## src/alarm_cfg.svh

```systemverilog
// Constants of the alarm handler: object indices, field layout, codes and timing.
// Assumes inclusion by bare name from the package and the alarm handler module.
`ifndef ALARM_CFG_SVH
`define ALARM_CFG_SVH

// Object dictionary indices
`define OBJ_CONTROL_WORD 16'h6040
`define OBJ_HIST_FIRST 16'h4041
`define OBJ_HIST_LAST 16'h404A
`define OBJ_HIST_ERASE 16'h40C2

// Field positions and counts
`define FAULT_RESET_BIT 7
`define HIST_DEPTH 10
`define HIST_FIELDS 8'h0F
`define ERASE_RESET 8'h00

// Alarm codes
`define CODE_OPDATA 8'h70
`define CODE_OVERCURRENT 8'h20

// Timing
`define CLK_HZ 25000000
`define BLINK_HALF_MS 250
`define TICK_MS 1

`endif

```

## src/alarm_pkg.sv

```systemverilog
// Types shared by the alarm handler, its checker, master model and test bench.
// Assumes alarm_cfg.svh is on the include path.
`include "alarm_cfg.svh"

package alarm_pkg;

  typedef struct packed {
    logic [7:0] code;
    logic [7:0] subCode;
    logic [15:0] driverTemp;
    logic [15:0] motorTemp;
    logic [15:0] inverterVolt;
    logic [15:0] physIn;
    logic [15:0] remoteOut;
    logic [15:0] opDataNum;
    logic [15:0] opKind;
    logic [31:0] feedbackPos;
    logic [31:0] bootTime;
    logic [31:0] opTime;
    logic [31:0] mainTime;
    logic [31:0] motorModel;
    logic [31:0] motorSerial;
  } record_type;

  typedef struct packed {
    logic read;
    logic write;
    logic [15:0] index;
    logic [7:0] sub;
    logic [31:0] wdata;
  } obj_req_type;

  typedef struct packed {
    logic [15:0] driverTemp;
    logic [15:0] motorTemp;
    logic [15:0] inverterVolt;
    logic [31:0] feedbackPos;
    logic [15:0] opDataNum;
    logic [15:0] opKind;
    logic [31:0] motorModel;
    logic [31:0] motorSerial;
  } context_type;

  typedef enum logic [2:0] {
    ST_NORMAL = 3'b001,
    ST_ALARM = 3'b010,
    ST_LOCKED = 3'b100
  } state_type;

endpackage
```

## src/alarm_handler_with_history.sv

```systemverilog
// Alarm handler of a motor drive with a ten-record alarm history.
// Assumes alarm requests, I/O states and object requests synchronous to clock.
`include "alarm_cfg.svh"
`timescale 1ns/1ps
`default_nettype none

module alarm_handler_with_history #(
  parameter int DEPTH = `HIST_DEPTH,
  parameter logic [7:0] ABS_POS_CODE = 8'h00,
  parameter int BLINK_CYCLES = (`CLK_HZ / 1000) * `BLINK_HALF_MS,
  parameter int TICK_CYCLES = (`CLK_HZ / 1000) * `TICK_MS
) (
  // Clock and reset
  input wire logic clock,
  input wire logic rst_b,
  // Alarm sources
  input wire logic alarmRaise,
  input wire logic [7:0] alarmCode,
  input wire logic [7:0] alarmSubCode,
  input wire alarm_pkg::context_type alarmContext,
  // Reset sources
  input wire logic [15:0] controlWord,
  input wire logic alarmClearInput,
  input wire logic presetDone,
  input wire logic homingDone,
  // Live states
  input wire logic [15:0] physicalInputs,
  input wire logic [15:0] remoteOutputs,
  input wire logic operationRunning,
  input wire logic mainPowerOn,
  // Object access
  input wire alarm_pkg::obj_req_type objReq,
  output logic objAck_q,
  output logic objError_q,
  output logic [31:0] objRdata_q,
  // Drive outputs
  output logic alarmOutputA_q,
  output logic alarmOutputB_q,
  output logic motorStop_q,
  output logic motorExcite_q,
  output logic powerFaultLampGreen_q,
  output logic powerFaultLampRed_q,
  output logic alarmActive_q,
  output logic [7:0] activeCode_q
);

  localparam int AW = $clog2(DEPTH);
  localparam int RW = $bits(alarm_pkg::record_type);

  // ----------------------------------------------------------------
  // Reset release
  // ----------------------------------------------------------------
  logic rstMeta_q;
  logic rstSync_q;

  always_ff @(posedge clock or negedge rst_b) begin
    if (!rst_b) begin
      rstMeta_q <= 1'b0;
      rstSync_q <= 1'b0;
    end else begin
      rstMeta_q <= 1'b1;
      rstSync_q <= rstMeta_q;
    end
  end

  // ----------------------------------------------------------------
  // Edge detection of reset requests
  // ----------------------------------------------------------------
  logic faultBit_q;
  logic clearIn_q;
  logic [15:0] remoteOut_q;
  logic faultEdge;
  logic clearEdge;

  always_ff @(posedge clock or negedge rstSync_q) begin
    if (!rstSync_q) begin
      faultBit_q <= 1'b0;
      clearIn_q <= 1'b0;
    end else begin
      faultBit_q <= controlWord[`FAULT_RESET_BIT];
      clearIn_q <= alarmClearInput;
    end
  end

  assign faultEdge = controlWord[`FAULT_RESET_BIT] && !faultBit_q;
  assign clearEdge = alarmClearInput && !clearIn_q;

  // Tracked every cycle whatever the network state
  always_ff @(posedge clock or negedge rstSync_q) begin
    if (!rstSync_q) begin
      remoteOut_q <= 16'h0000;
    end else begin
      remoteOut_q <= remoteOutputs;
    end
  end

  // ----------------------------------------------------------------
  // Alarm state
  // ----------------------------------------------------------------
  alarm_pkg::state_type state_q;
  logic latching;
  logic anyReset;
  logic posReset;

  // Overcurrent needs a power restart, as does any code listed here
  assign latching = (alarmCode == `CODE_OVERCURRENT);
  assign anyReset = faultEdge || clearEdge;
  assign posReset = (presetDone || homingDone) && (activeCode_q == ABS_POS_CODE);

  // A new alarm wins over a reset that lands in the same cycle
  always_ff @(posedge clock or negedge rstSync_q) begin
    if (!rstSync_q) begin
      state_q <= alarm_pkg::ST_NORMAL;
      activeCode_q <= 8'h00;
    end else begin
      case (state_q)
        alarm_pkg::ST_NORMAL: begin
          if (alarmRaise) begin
            state_q <= latching ? alarm_pkg::ST_LOCKED : alarm_pkg::ST_ALARM;
            activeCode_q <= alarmCode;
          end
        end
        alarm_pkg::ST_ALARM: begin
          if (alarmRaise) begin
            state_q <= latching ? alarm_pkg::ST_LOCKED : alarm_pkg::ST_ALARM;
            activeCode_q <= alarmCode;
          end else if (anyReset || posReset) begin
            state_q <= alarm_pkg::ST_NORMAL;
            activeCode_q <= 8'h00;
          end
        end
        alarm_pkg::ST_LOCKED: begin
          state_q <= alarm_pkg::ST_LOCKED;
        end
        default: begin
          state_q <= alarm_pkg::ST_NORMAL;
          activeCode_q <= 8'h00;
        end
      endcase
    end
  end

  logic alarmNow;
  assign alarmNow = (state_q != alarm_pkg::ST_NORMAL);

  // ----------------------------------------------------------------
  // Drive outputs and lamp
  // ----------------------------------------------------------------
  logic [31:0] blinkCnt_q;
  logic blinkPhase_q;

  always_ff @(posedge clock or negedge rstSync_q) begin
    if (!rstSync_q) begin
      alarmOutputA_q <= 1'b0;
      alarmOutputB_q <= 1'b0;
      motorStop_q <= 1'b1;
      motorExcite_q <= 1'b0;
      alarmActive_q <= 1'b0;
    end else begin
      alarmOutputA_q <= alarmNow;
      alarmOutputB_q <= !alarmNow;
      motorStop_q <= alarmNow;
      motorExcite_q <= !alarmNow;
      alarmActive_q <= alarmNow;
    end
  end

  // Blink restarts with the red phase on every new alarm
  always_ff @(posedge clock or negedge rstSync_q) begin
    if (!rstSync_q) begin
      blinkCnt_q <= 32'h00000000;
      blinkPhase_q <= 1'b0;
    end else if (alarmRaise || !alarmNow) begin
      blinkCnt_q <= 32'h00000000;
      blinkPhase_q <= 1'b1;
    end else if (blinkCnt_q == 32'(BLINK_CYCLES - 1)) begin
      blinkCnt_q <= 32'h00000000;
      blinkPhase_q <= !blinkPhase_q;
    end else begin
      blinkCnt_q <= blinkCnt_q + 32'h00000001;
    end
  end

  always_ff @(posedge clock or negedge rstSync_q) begin
    if (!rstSync_q) begin
      powerFaultLampGreen_q <= 1'b0;
      powerFaultLampRed_q <= 1'b0;
    end else begin
      powerFaultLampGreen_q <= !alarmNow && !alarmRaise;
      powerFaultLampRed_q <= alarmRaise || (alarmNow && blinkPhase_q);
    end
  end

  // ----------------------------------------------------------------
  // Elapsed time counters
  // ----------------------------------------------------------------
  logic [31:0] tickCnt_q;
  logic tick;
  logic [31:0] bootTime_q;
  logic [31:0] opTime_q;
  logic [31:0] mainTime_q;

  assign tick = (tickCnt_q == 32'(TICK_CYCLES - 1));

  always_ff @(posedge clock or negedge rstSync_q) begin
    if (!rstSync_q) begin
      tickCnt_q <= 32'h00000000;
    end else begin
      tickCnt_q <= tick ? 32'h00000000 : tickCnt_q + 32'h00000001;
    end
  end

  // Counts are in ticks; they wrap rather than saturate
  always_ff @(posedge clock or negedge rstSync_q) begin
    if (!rstSync_q) begin
      bootTime_q <= 32'h00000000;
      opTime_q <= 32'h00000000;
      mainTime_q <= 32'h00000000;
    end else begin
      if (tick) begin
        bootTime_q <= bootTime_q + 32'h00000001;
      end
      if (!operationRunning) begin
        opTime_q <= 32'h00000000;
      end else if (tick) begin
        opTime_q <= opTime_q + 32'h00000001;
      end
      if (!mainPowerOn) begin
        mainTime_q <= 32'h00000000;
      end else if (tick) begin
        mainTime_q <= mainTime_q + 32'h00000001;
      end
    end
  end

  // ----------------------------------------------------------------
  // Record capture
  // ----------------------------------------------------------------
  alarm_pkg::record_type newRecord;

  always_comb begin
    newRecord.code = alarmCode;
    // Cause field only meaningful to users for operation-data alarms
    newRecord.subCode = alarmSubCode;
    newRecord.driverTemp = alarmContext.driverTemp;
    newRecord.motorTemp = alarmContext.motorTemp;
    newRecord.inverterVolt = alarmContext.inverterVolt;
    newRecord.feedbackPos = alarmContext.feedbackPos;
    newRecord.physIn = physicalInputs;
    newRecord.remoteOut = remoteOut_q;
    newRecord.opDataNum = alarmContext.opDataNum;
    newRecord.opKind = alarmContext.opKind;
    newRecord.bootTime = bootTime_q;
    newRecord.opTime = opTime_q;
    newRecord.mainTime = mainTime_q;
    newRecord.motorModel = alarmContext.motorModel;
    newRecord.motorSerial = alarmContext.motorSerial;
  end

  // ----------------------------------------------------------------
  // History pointers and erase object
  // ----------------------------------------------------------------
  logic [AW-1:0] wrPtr_q;
  logic [AW:0] count_q;
  logic [7:0] erase_q;
  logic eraseWrite;
  logic eraseEdge;

  assign eraseWrite = objReq.write && (objReq.index == `OBJ_HIST_ERASE);
  assign eraseEdge = eraseWrite && (erase_q == 8'h00) && (objReq.wdata[7:0] == 8'h01);

  always_ff @(posedge clock or negedge rstSync_q) begin
    if (!rstSync_q) begin
      erase_q <= `ERASE_RESET;
    end else if (eraseWrite) begin
      erase_q <= objReq.wdata[7:0];
    end
  end

  // Ring buffer: a full store overwrites the oldest slot, which reads as a shift
  always_ff @(posedge clock or negedge rstSync_q) begin
    if (!rstSync_q) begin
      wrPtr_q <= '0;
      count_q <= '0;
    end else if (alarmRaise) begin
      wrPtr_q <= (wrPtr_q == AW'(DEPTH - 1)) ? '0 : wrPtr_q + AW'(1);
      if (count_q != (AW + 1)'(DEPTH)) begin
        count_q <= count_q + (AW + 1)'(1);
      end
    end else if (eraseEdge) begin
      wrPtr_q <= '0;
      count_q <= '0;
    end
  end

  // ----------------------------------------------------------------
  // Object reads
  // ----------------------------------------------------------------
  logic histHit;
  logic [AW:0] age;
  logic [AW:0] slotSum;
  logic [AW-1:0] readSlot;
  logic pend_q;
  logic pendHist_q;
  logic pendValid_q;
  logic [7:0] pendSub_q;
  logic [31:0] pendOther_q;
  logic pendError_q;
  logic [RW-1:0] memData;
  alarm_pkg::record_type rec;

  assign histHit = (objReq.index >= `OBJ_HIST_FIRST) && (objReq.index <= `OBJ_HIST_LAST);
  assign age = (AW + 1)'(objReq.index - `OBJ_HIST_FIRST);
  assign slotSum = {1'b0, wrPtr_q} + (AW + 1)'(DEPTH - 1) - age;
  assign readSlot = (slotSum >= (AW + 1)'(DEPTH)) ? AW'(slotSum - (AW + 1)'(DEPTH)) : AW'(slotSum);

  alarm_history_mem #(
    .WIDTH(RW),
    .DEPTH(DEPTH),
    .AW(AW)
  ) historyMem (
    .clock(clock),
    .writeEn(alarmRaise),
    .writeAddr(wrPtr_q),
    .writeData(newRecord),
    .readAddr(readSlot),
    .readData_q(memData)
  );

  assign rec = memData;

  always_ff @(posedge clock or negedge rstSync_q) begin
    if (!rstSync_q) begin
      pend_q <= 1'b0;
      pendHist_q <= 1'b0;
      pendValid_q <= 1'b0;
      pendSub_q <= 8'h00;
      pendOther_q <= 32'h00000000;
      pendError_q <= 1'b0;
    end else begin
      pend_q <= objReq.read || objReq.write;
      pendHist_q <= objReq.read && histHit;
      pendValid_q <= age < count_q;
      pendSub_q <= objReq.sub;
      pendOther_q <= (objReq.read && objReq.index == `OBJ_HIST_ERASE) ? {24'h000000, erase_q}
                                                                       : 32'h00000000;
      // Records are read-only; text is never offered, so unknown objects fail
      pendError_q <= (objReq.read && !histHit && objReq.index != `OBJ_HIST_ERASE)
                  || (objReq.write && !eraseWrite)
                  || (objReq.read && histHit && objReq.sub > `HIST_FIELDS);
    end
  end

  logic [31:0] fieldData;

  // Sub-index 0 gives the field count; unfilled slots read as zero
  always_comb begin
    case (pendSub_q)
      8'h00: fieldData = {24'h000000, `HIST_FIELDS};
      8'h01: fieldData = {24'h000000, rec.code};
      8'h02: fieldData = {24'h000000, rec.subCode};
      8'h03: fieldData = {16'h0000, rec.driverTemp};
      8'h04: fieldData = {16'h0000, rec.motorTemp};
      8'h05: fieldData = {16'h0000, rec.inverterVolt};
      8'h06: fieldData = {16'h0000, rec.physIn};
      8'h07: fieldData = {16'h0000, rec.remoteOut};
      8'h08: fieldData = {16'h0000, rec.opDataNum};
      8'h09: fieldData = {16'h0000, rec.opKind};
      8'h0A: fieldData = rec.feedbackPos;
      8'h0B: fieldData = rec.bootTime;
      8'h0C: fieldData = rec.opTime;
      8'h0D: fieldData = rec.mainTime;
      8'h0E: fieldData = rec.motorModel;
      8'h0F: fieldData = rec.motorSerial;
      default: fieldData = 32'h00000000;
    endcase
  end

  always_ff @(posedge clock or negedge rstSync_q) begin
    if (!rstSync_q) begin
      objAck_q <= 1'b0;
      objError_q <= 1'b0;
      objRdata_q <= 32'h00000000;
    end else begin
      objAck_q <= pend_q;
      objError_q <= pend_q && pendError_q;
      if (pendHist_q && !pendError_q) begin
        objRdata_q <= (pendValid_q || pendSub_q == 8'h00) ? fieldData : 32'h00000000;
      end else begin
        objRdata_q <= pendOther_q;
      end
    end
  end

endmodule

`default_nettype wire

```

## src/alarm_history_mem.sv

```systemverilog
// Record store for the alarm history: one write port, one registered read port.
// Assumes the caller keeps write and read addresses below DEPTH.
`timescale 1ns/1ps
`default_nettype none

module alarm_history_mem #(
  parameter int WIDTH = 320,
  parameter int DEPTH = 10,
  parameter int AW = 4
) (
  // Clock
  input wire logic clock,
  // Write port
  input wire logic writeEn,
  input wire logic [AW-1:0] writeAddr,
  input wire logic [WIDTH-1:0] writeData,
  // Read port
  input wire logic [AW-1:0] readAddr,
  output logic [WIDTH-1:0] readData_q
);

  logic [WIDTH-1:0] store [DEPTH];

  // Contents carry no reset, as a nonvolatile array would not
  always_ff @(posedge clock) begin
    if (writeEn) begin
      store[writeAddr] <= writeData;
    end
  end

  always_ff @(posedge clock) begin
    readData_q <= store[readAddr];
  end

endmodule

`default_nettype wire

```

## config.mk

```make
export PLATFORM = sky130hd
export DESIGN_NAME = alarm_handler_with_history
export DESIGN_NICKNAME = d
export VERILOG_FILES = /design/src/alarm_pkg.sv /design/src/alarm_handler_with_history.sv /design/src/alarm_history_mem.sv
export VERILOG_INCLUDE_DIRS = /design/src /design/src/src
export SDC_FILE = /design/constraint.sdc
export NUM_CORES = 2
export LEC_CHECK = 0
export ABC_AREA = 1
export BUFFER_PORTS_ARGS = -buffer_cell sky130_fd_sc_hd__buf_2
export CORE_MARGIN = 2
export CORE_UTILIZATION = 51
export CTS_BUF_LIST = sky130_fd_sc_hd__clkbuf_16
export CTS_CLUSTER_SIZE = 16
export DETAILED_ROUTE_END_ITERATION = 10
export HOLD_SLACK_MARGIN = 0.05
export PLACE_DENSITY = 0.67
export SYNTH_ARGS = -nofsm -noshare
export SYNTH_HDL_FRONTEND = slang
export SYNTH_SLANG_ARGS = --single-unit
export TNS_END_PERCENT = 100
```

## constraint.sdc

```tcl
create_clock -name clock -period 20.3 [get_ports clock]
set_input_delay 3.045 -clock clock [delete_from_list [all_inputs] [get_ports clock]]
set_output_delay 3.045 -clock clock [all_outputs]
set_load 0.01 [all_outputs]
```

==> flow_summary.json <==
{
  "place_congestion": 0.8801,
  "post_cts_buffers": 0,
  "synth_edf_count": 3200,
  "ys_seq_area_frac": 0.7203,
  "hold_violations": 0,
  "cts_hold_buf": 0,
  "power_density_nw_per_um2": 160.5,
  "drv_cap": 0,
  "die_h_microns": 549.3,
  "dieArea_sq_um": 301700,
  "layout-drive-gt1-share": 0.09136,
  "setup_slack_ns": 11.01,
  "root_buffer": "clkbuf_16",
  "grt_pass1_vias": 92620,
  "ys.flop_type": "edfxtp_1",
  "core-area_sq_um": 296300,
  "async_flop_share": 0.07075,
  "clk_path_buf_depth": 4,
  "timing.hold.ws_ns": 0.1645,
  "syn_area_per_cell_sq_um": 13.29,
  "grt_overflow": 0,
  "grt_pass1_wl_microns": 607900,
  "final_util": 0.5734,
  "initialDrtViolationCount": 10090,
  "crit_chain": "buf_2, inv_1, ha_1, inv_1, ha_1, inv_1, ha_1, fa_1, inv_1, ha_1, o31ai_1, nand2_1, nand3_4, nand2_1, o21ai_4, buf_4, buf_4, buf_12, buf_4, nand3_1, nand2_1, nand2_1, nand2_1",
  "setup.worst_path.start_class": "input port",
  "clock_sinks": 3788,
  "cpPeakStageDelay_ns": 0.94,
  "synth_cells": 11410,
  "relSlewSlack": 0.1767,
  "finalSetupViolations": 0,
  "synthToLayoutAreaGrowth_pct": 12.05,
  "ff2ff_setup_slack_ns": 12.95,
  "ys.warnings.count": 0,
  "dr.pass1.iters": 8,
  "path_max_fanout": 102,
  "endpoint_kind": "register",
  "cts_max_level": 5,
  "synth_area_sq_um": 151600,
  "cp_data_arrival_time_ns": 10.12,
  "min_period_ns": 9.286,
  "portBuffers": 315,
  "clk_latency_ns": 0.97,
  "start_util": 0.5117,
  "nNetsFinal": 11950,
  "status": "complete, no violations",
  "fp.dieW_microns": 549.3,
  "vdd_drop_max_v": 0.0003605,
  "vias_per_cell": 5.917,
  "vias": 94290,
  "final_antenna_net_count": 0,
  "cts_resized": 0,
  "fmax_mhz": 107.7,
  "synth.net_count": 11740,
  "final_common_cell": "edfxtp_1",
  "path_clk_slew_ns": 0.06,
  "worst_path_most_repeated_cell": "nand2_1",
  "grtUsageTotal": 0.2707,
  "finalClockSkew_ns": 0.07697,
  "ios": 355,
  "rows": 200,
  "post-place-ws_ns": 10.10,
  "crit_type": "in2reg",
  "cp_slowest_cell": "buf_4",
  "synth_seq_cells": 3788,
  "cts_tree": "built",
  "totalWireLength_microns": 415500,
  "setup_tns_ns": 0,
  "numCtsBuffers": 388,
  "antenna_found_initial": 83,
  "ys_types": 55,
  "fin_crit_sh": 0.4574,
  "wl_per_cell_microns": 26.07,
  "hpwl_microns": 227200,
  "p_leak_uw": 0.06570,
  "dp_cells": 15170,
  "final_cell_mix": "edfxtp_1, nand2_1, nand3_1",
  "grt_start_max_net_pins": 167,
  "tightest_slew_ns": 1.230,
  "grt_setup_unrepaired": "no",
  "drc": 0,
  "min_path_type": "reg2async",
  "cp.required_ns": 21.13,
  "fin_cells": 15940,
  "slew_violations": 0
}
## critical path, delay by kind of cell
kind            cells  cell delay, ns
compound gates      2            0.15
buf+inv             9            3.69
simple gates        7            1.18
fa+ha+maj           5            1.67
## power by group
group | leakage, uW | internal (uW) | switching (uW)
logic | 0.0234 | 2720 | 7610
clock network | 0.00663 | 4120 | 3030
registers | 0.0357 | 9410 | 369
## area by class of cell
| cell class | instances | area [sq um] |
|---|---|---|
| fill | 23060 | 126400 |
| sequential | 3788 | 109200 |
| multi-input combinational | 6394 | 37500 |
| clock buffer | 394 | 9859 |
| tap | 3939 | 4928 |
| clock inverter | 335 | 3090 |
| timing repair buffer | 480 | 3065 |
| inverter | 573 | 2151 |
| antenna | 32 | 80.08 |
## path summary, 6_finish.rpt
kind                                        start                                 end  depth (start not counted)
min in group clock            rstMeta_q$_DFF_PN0_                 rstSync_q$_DFF_PN0_                          0
hold reg to reg               rstSync_q$_DFF_PN0_             blinkCnt_q[5]$_DFF_PN0_                          0
setup reg to reg           wrPtr_q[0]$_DFFE_PN0P_   historyMem.readData_q[63]$_DFF_P_                         13
hold / removal                rstSync_q$_DFF_PN0_             blinkCnt_q[5]$_DFF_PN0_                          0
max in group asynchronous                   rst_b                 rstSync_q$_DFF_PN0_                          1
setup / recovery                       objReq[40]  historyMem.readData_q[219]$_DFF_P_                         23
## state kept, by name, indices dropped and copies added, names as in the netlist, 3 cells and up
name and count:
wrPtr_q 4, pendOther_q 8, erase_q 8, state_q 3, mainTime_q 32, remoteOut_q 16, objRdata_q 32, activeCode_q 8
blinkCnt_q 32, tickCnt_q 32, historyMem.store 3200, count_q 5, bootTime_q 32, opTime_q 32, pendSub_q 8, historyMem.readData_q 320
## cells by family (layout without fill, tap and decap cells)
logic type | after synthesis | count (layout) | share of synthesized area
other | 1 | 33 | 0.00002473
buffers and inverters | 1227 | 1782 | 0.03388
muxes | 1280 | 1280 | 0.08450
and+or+nand+nor | 4437 | 4437 | 0.1256
AOI/OAI and AO/OA | 562 | 562 | 0.02854
adders and majority gates | 23 | 23 | 0.001947
DFF | 3788 | 3788 | 0.7203
xor gates and xnor gates | 91 | 91 | 0.005257
## cells in the mapped netlist (all sizes together), types with 2 or more instances
cell | count | area [sq um]
nor3b | 6 | 45.04
a211oi | 3 | 22.52
xnor2 | 23 | 201.4
a221oi | 14 | 122.6
dfrtp | 266 | 6656
and3 | 4 | 25.02
ha | 22 | 275.3
nor4b | 2 | 17.52
o2111ai | 321 | 2811
o21ai | 98 | 498.0
a32o | 3 | 30.03
buf | 322 | 1740
o211ai | 3 | 22.52
inv | 569 | 2136
mux2i | 1280 | 12810
dfxtp | 320 | 6406
o22ai | 4 | 25.02
dfstp | 2 | 52.55
a21oi | 44 | 224.0
nand3b | 2 | 15.01
nand4 | 104 | 650.6
or2 | 4 | 25.03
nor2 | 238 | 910.9
nor4 | 43 | 269.0
edfxtp | 3200 | 96090
a22o | 32 | 280.3
o31ai | 19 | 142.6
xor2 | 68 | 595.6
nand2 | 2517 | 9465
a31oi | 12 | 75.07
a21o | 3 | 22.52
clkbuf | 332 | 1246
nand3 | 1412 | 7079
clkinv | 4 | 15.01
nor3 | 105 | 540.5
## per-layer routing
metal,global-route usage,part of all wire,wire (microns)
met1,0.3559,0.39,163900
met2,0.4489,0.48,200700
met3,0.03935,0.077,31820
met4,0.1196,0.045,18880
met5,0,0.00045,185
## through the flow
stage               total power, uW  area (sq um)
finish                        27260        169900
floorplan                     16740        151600
global route                  28540        169800
global placement              20020        156900
detailed placement            20120        156900
CTS                           27290        169800
No activity file was read; power rests on OpenSTA's default activity.
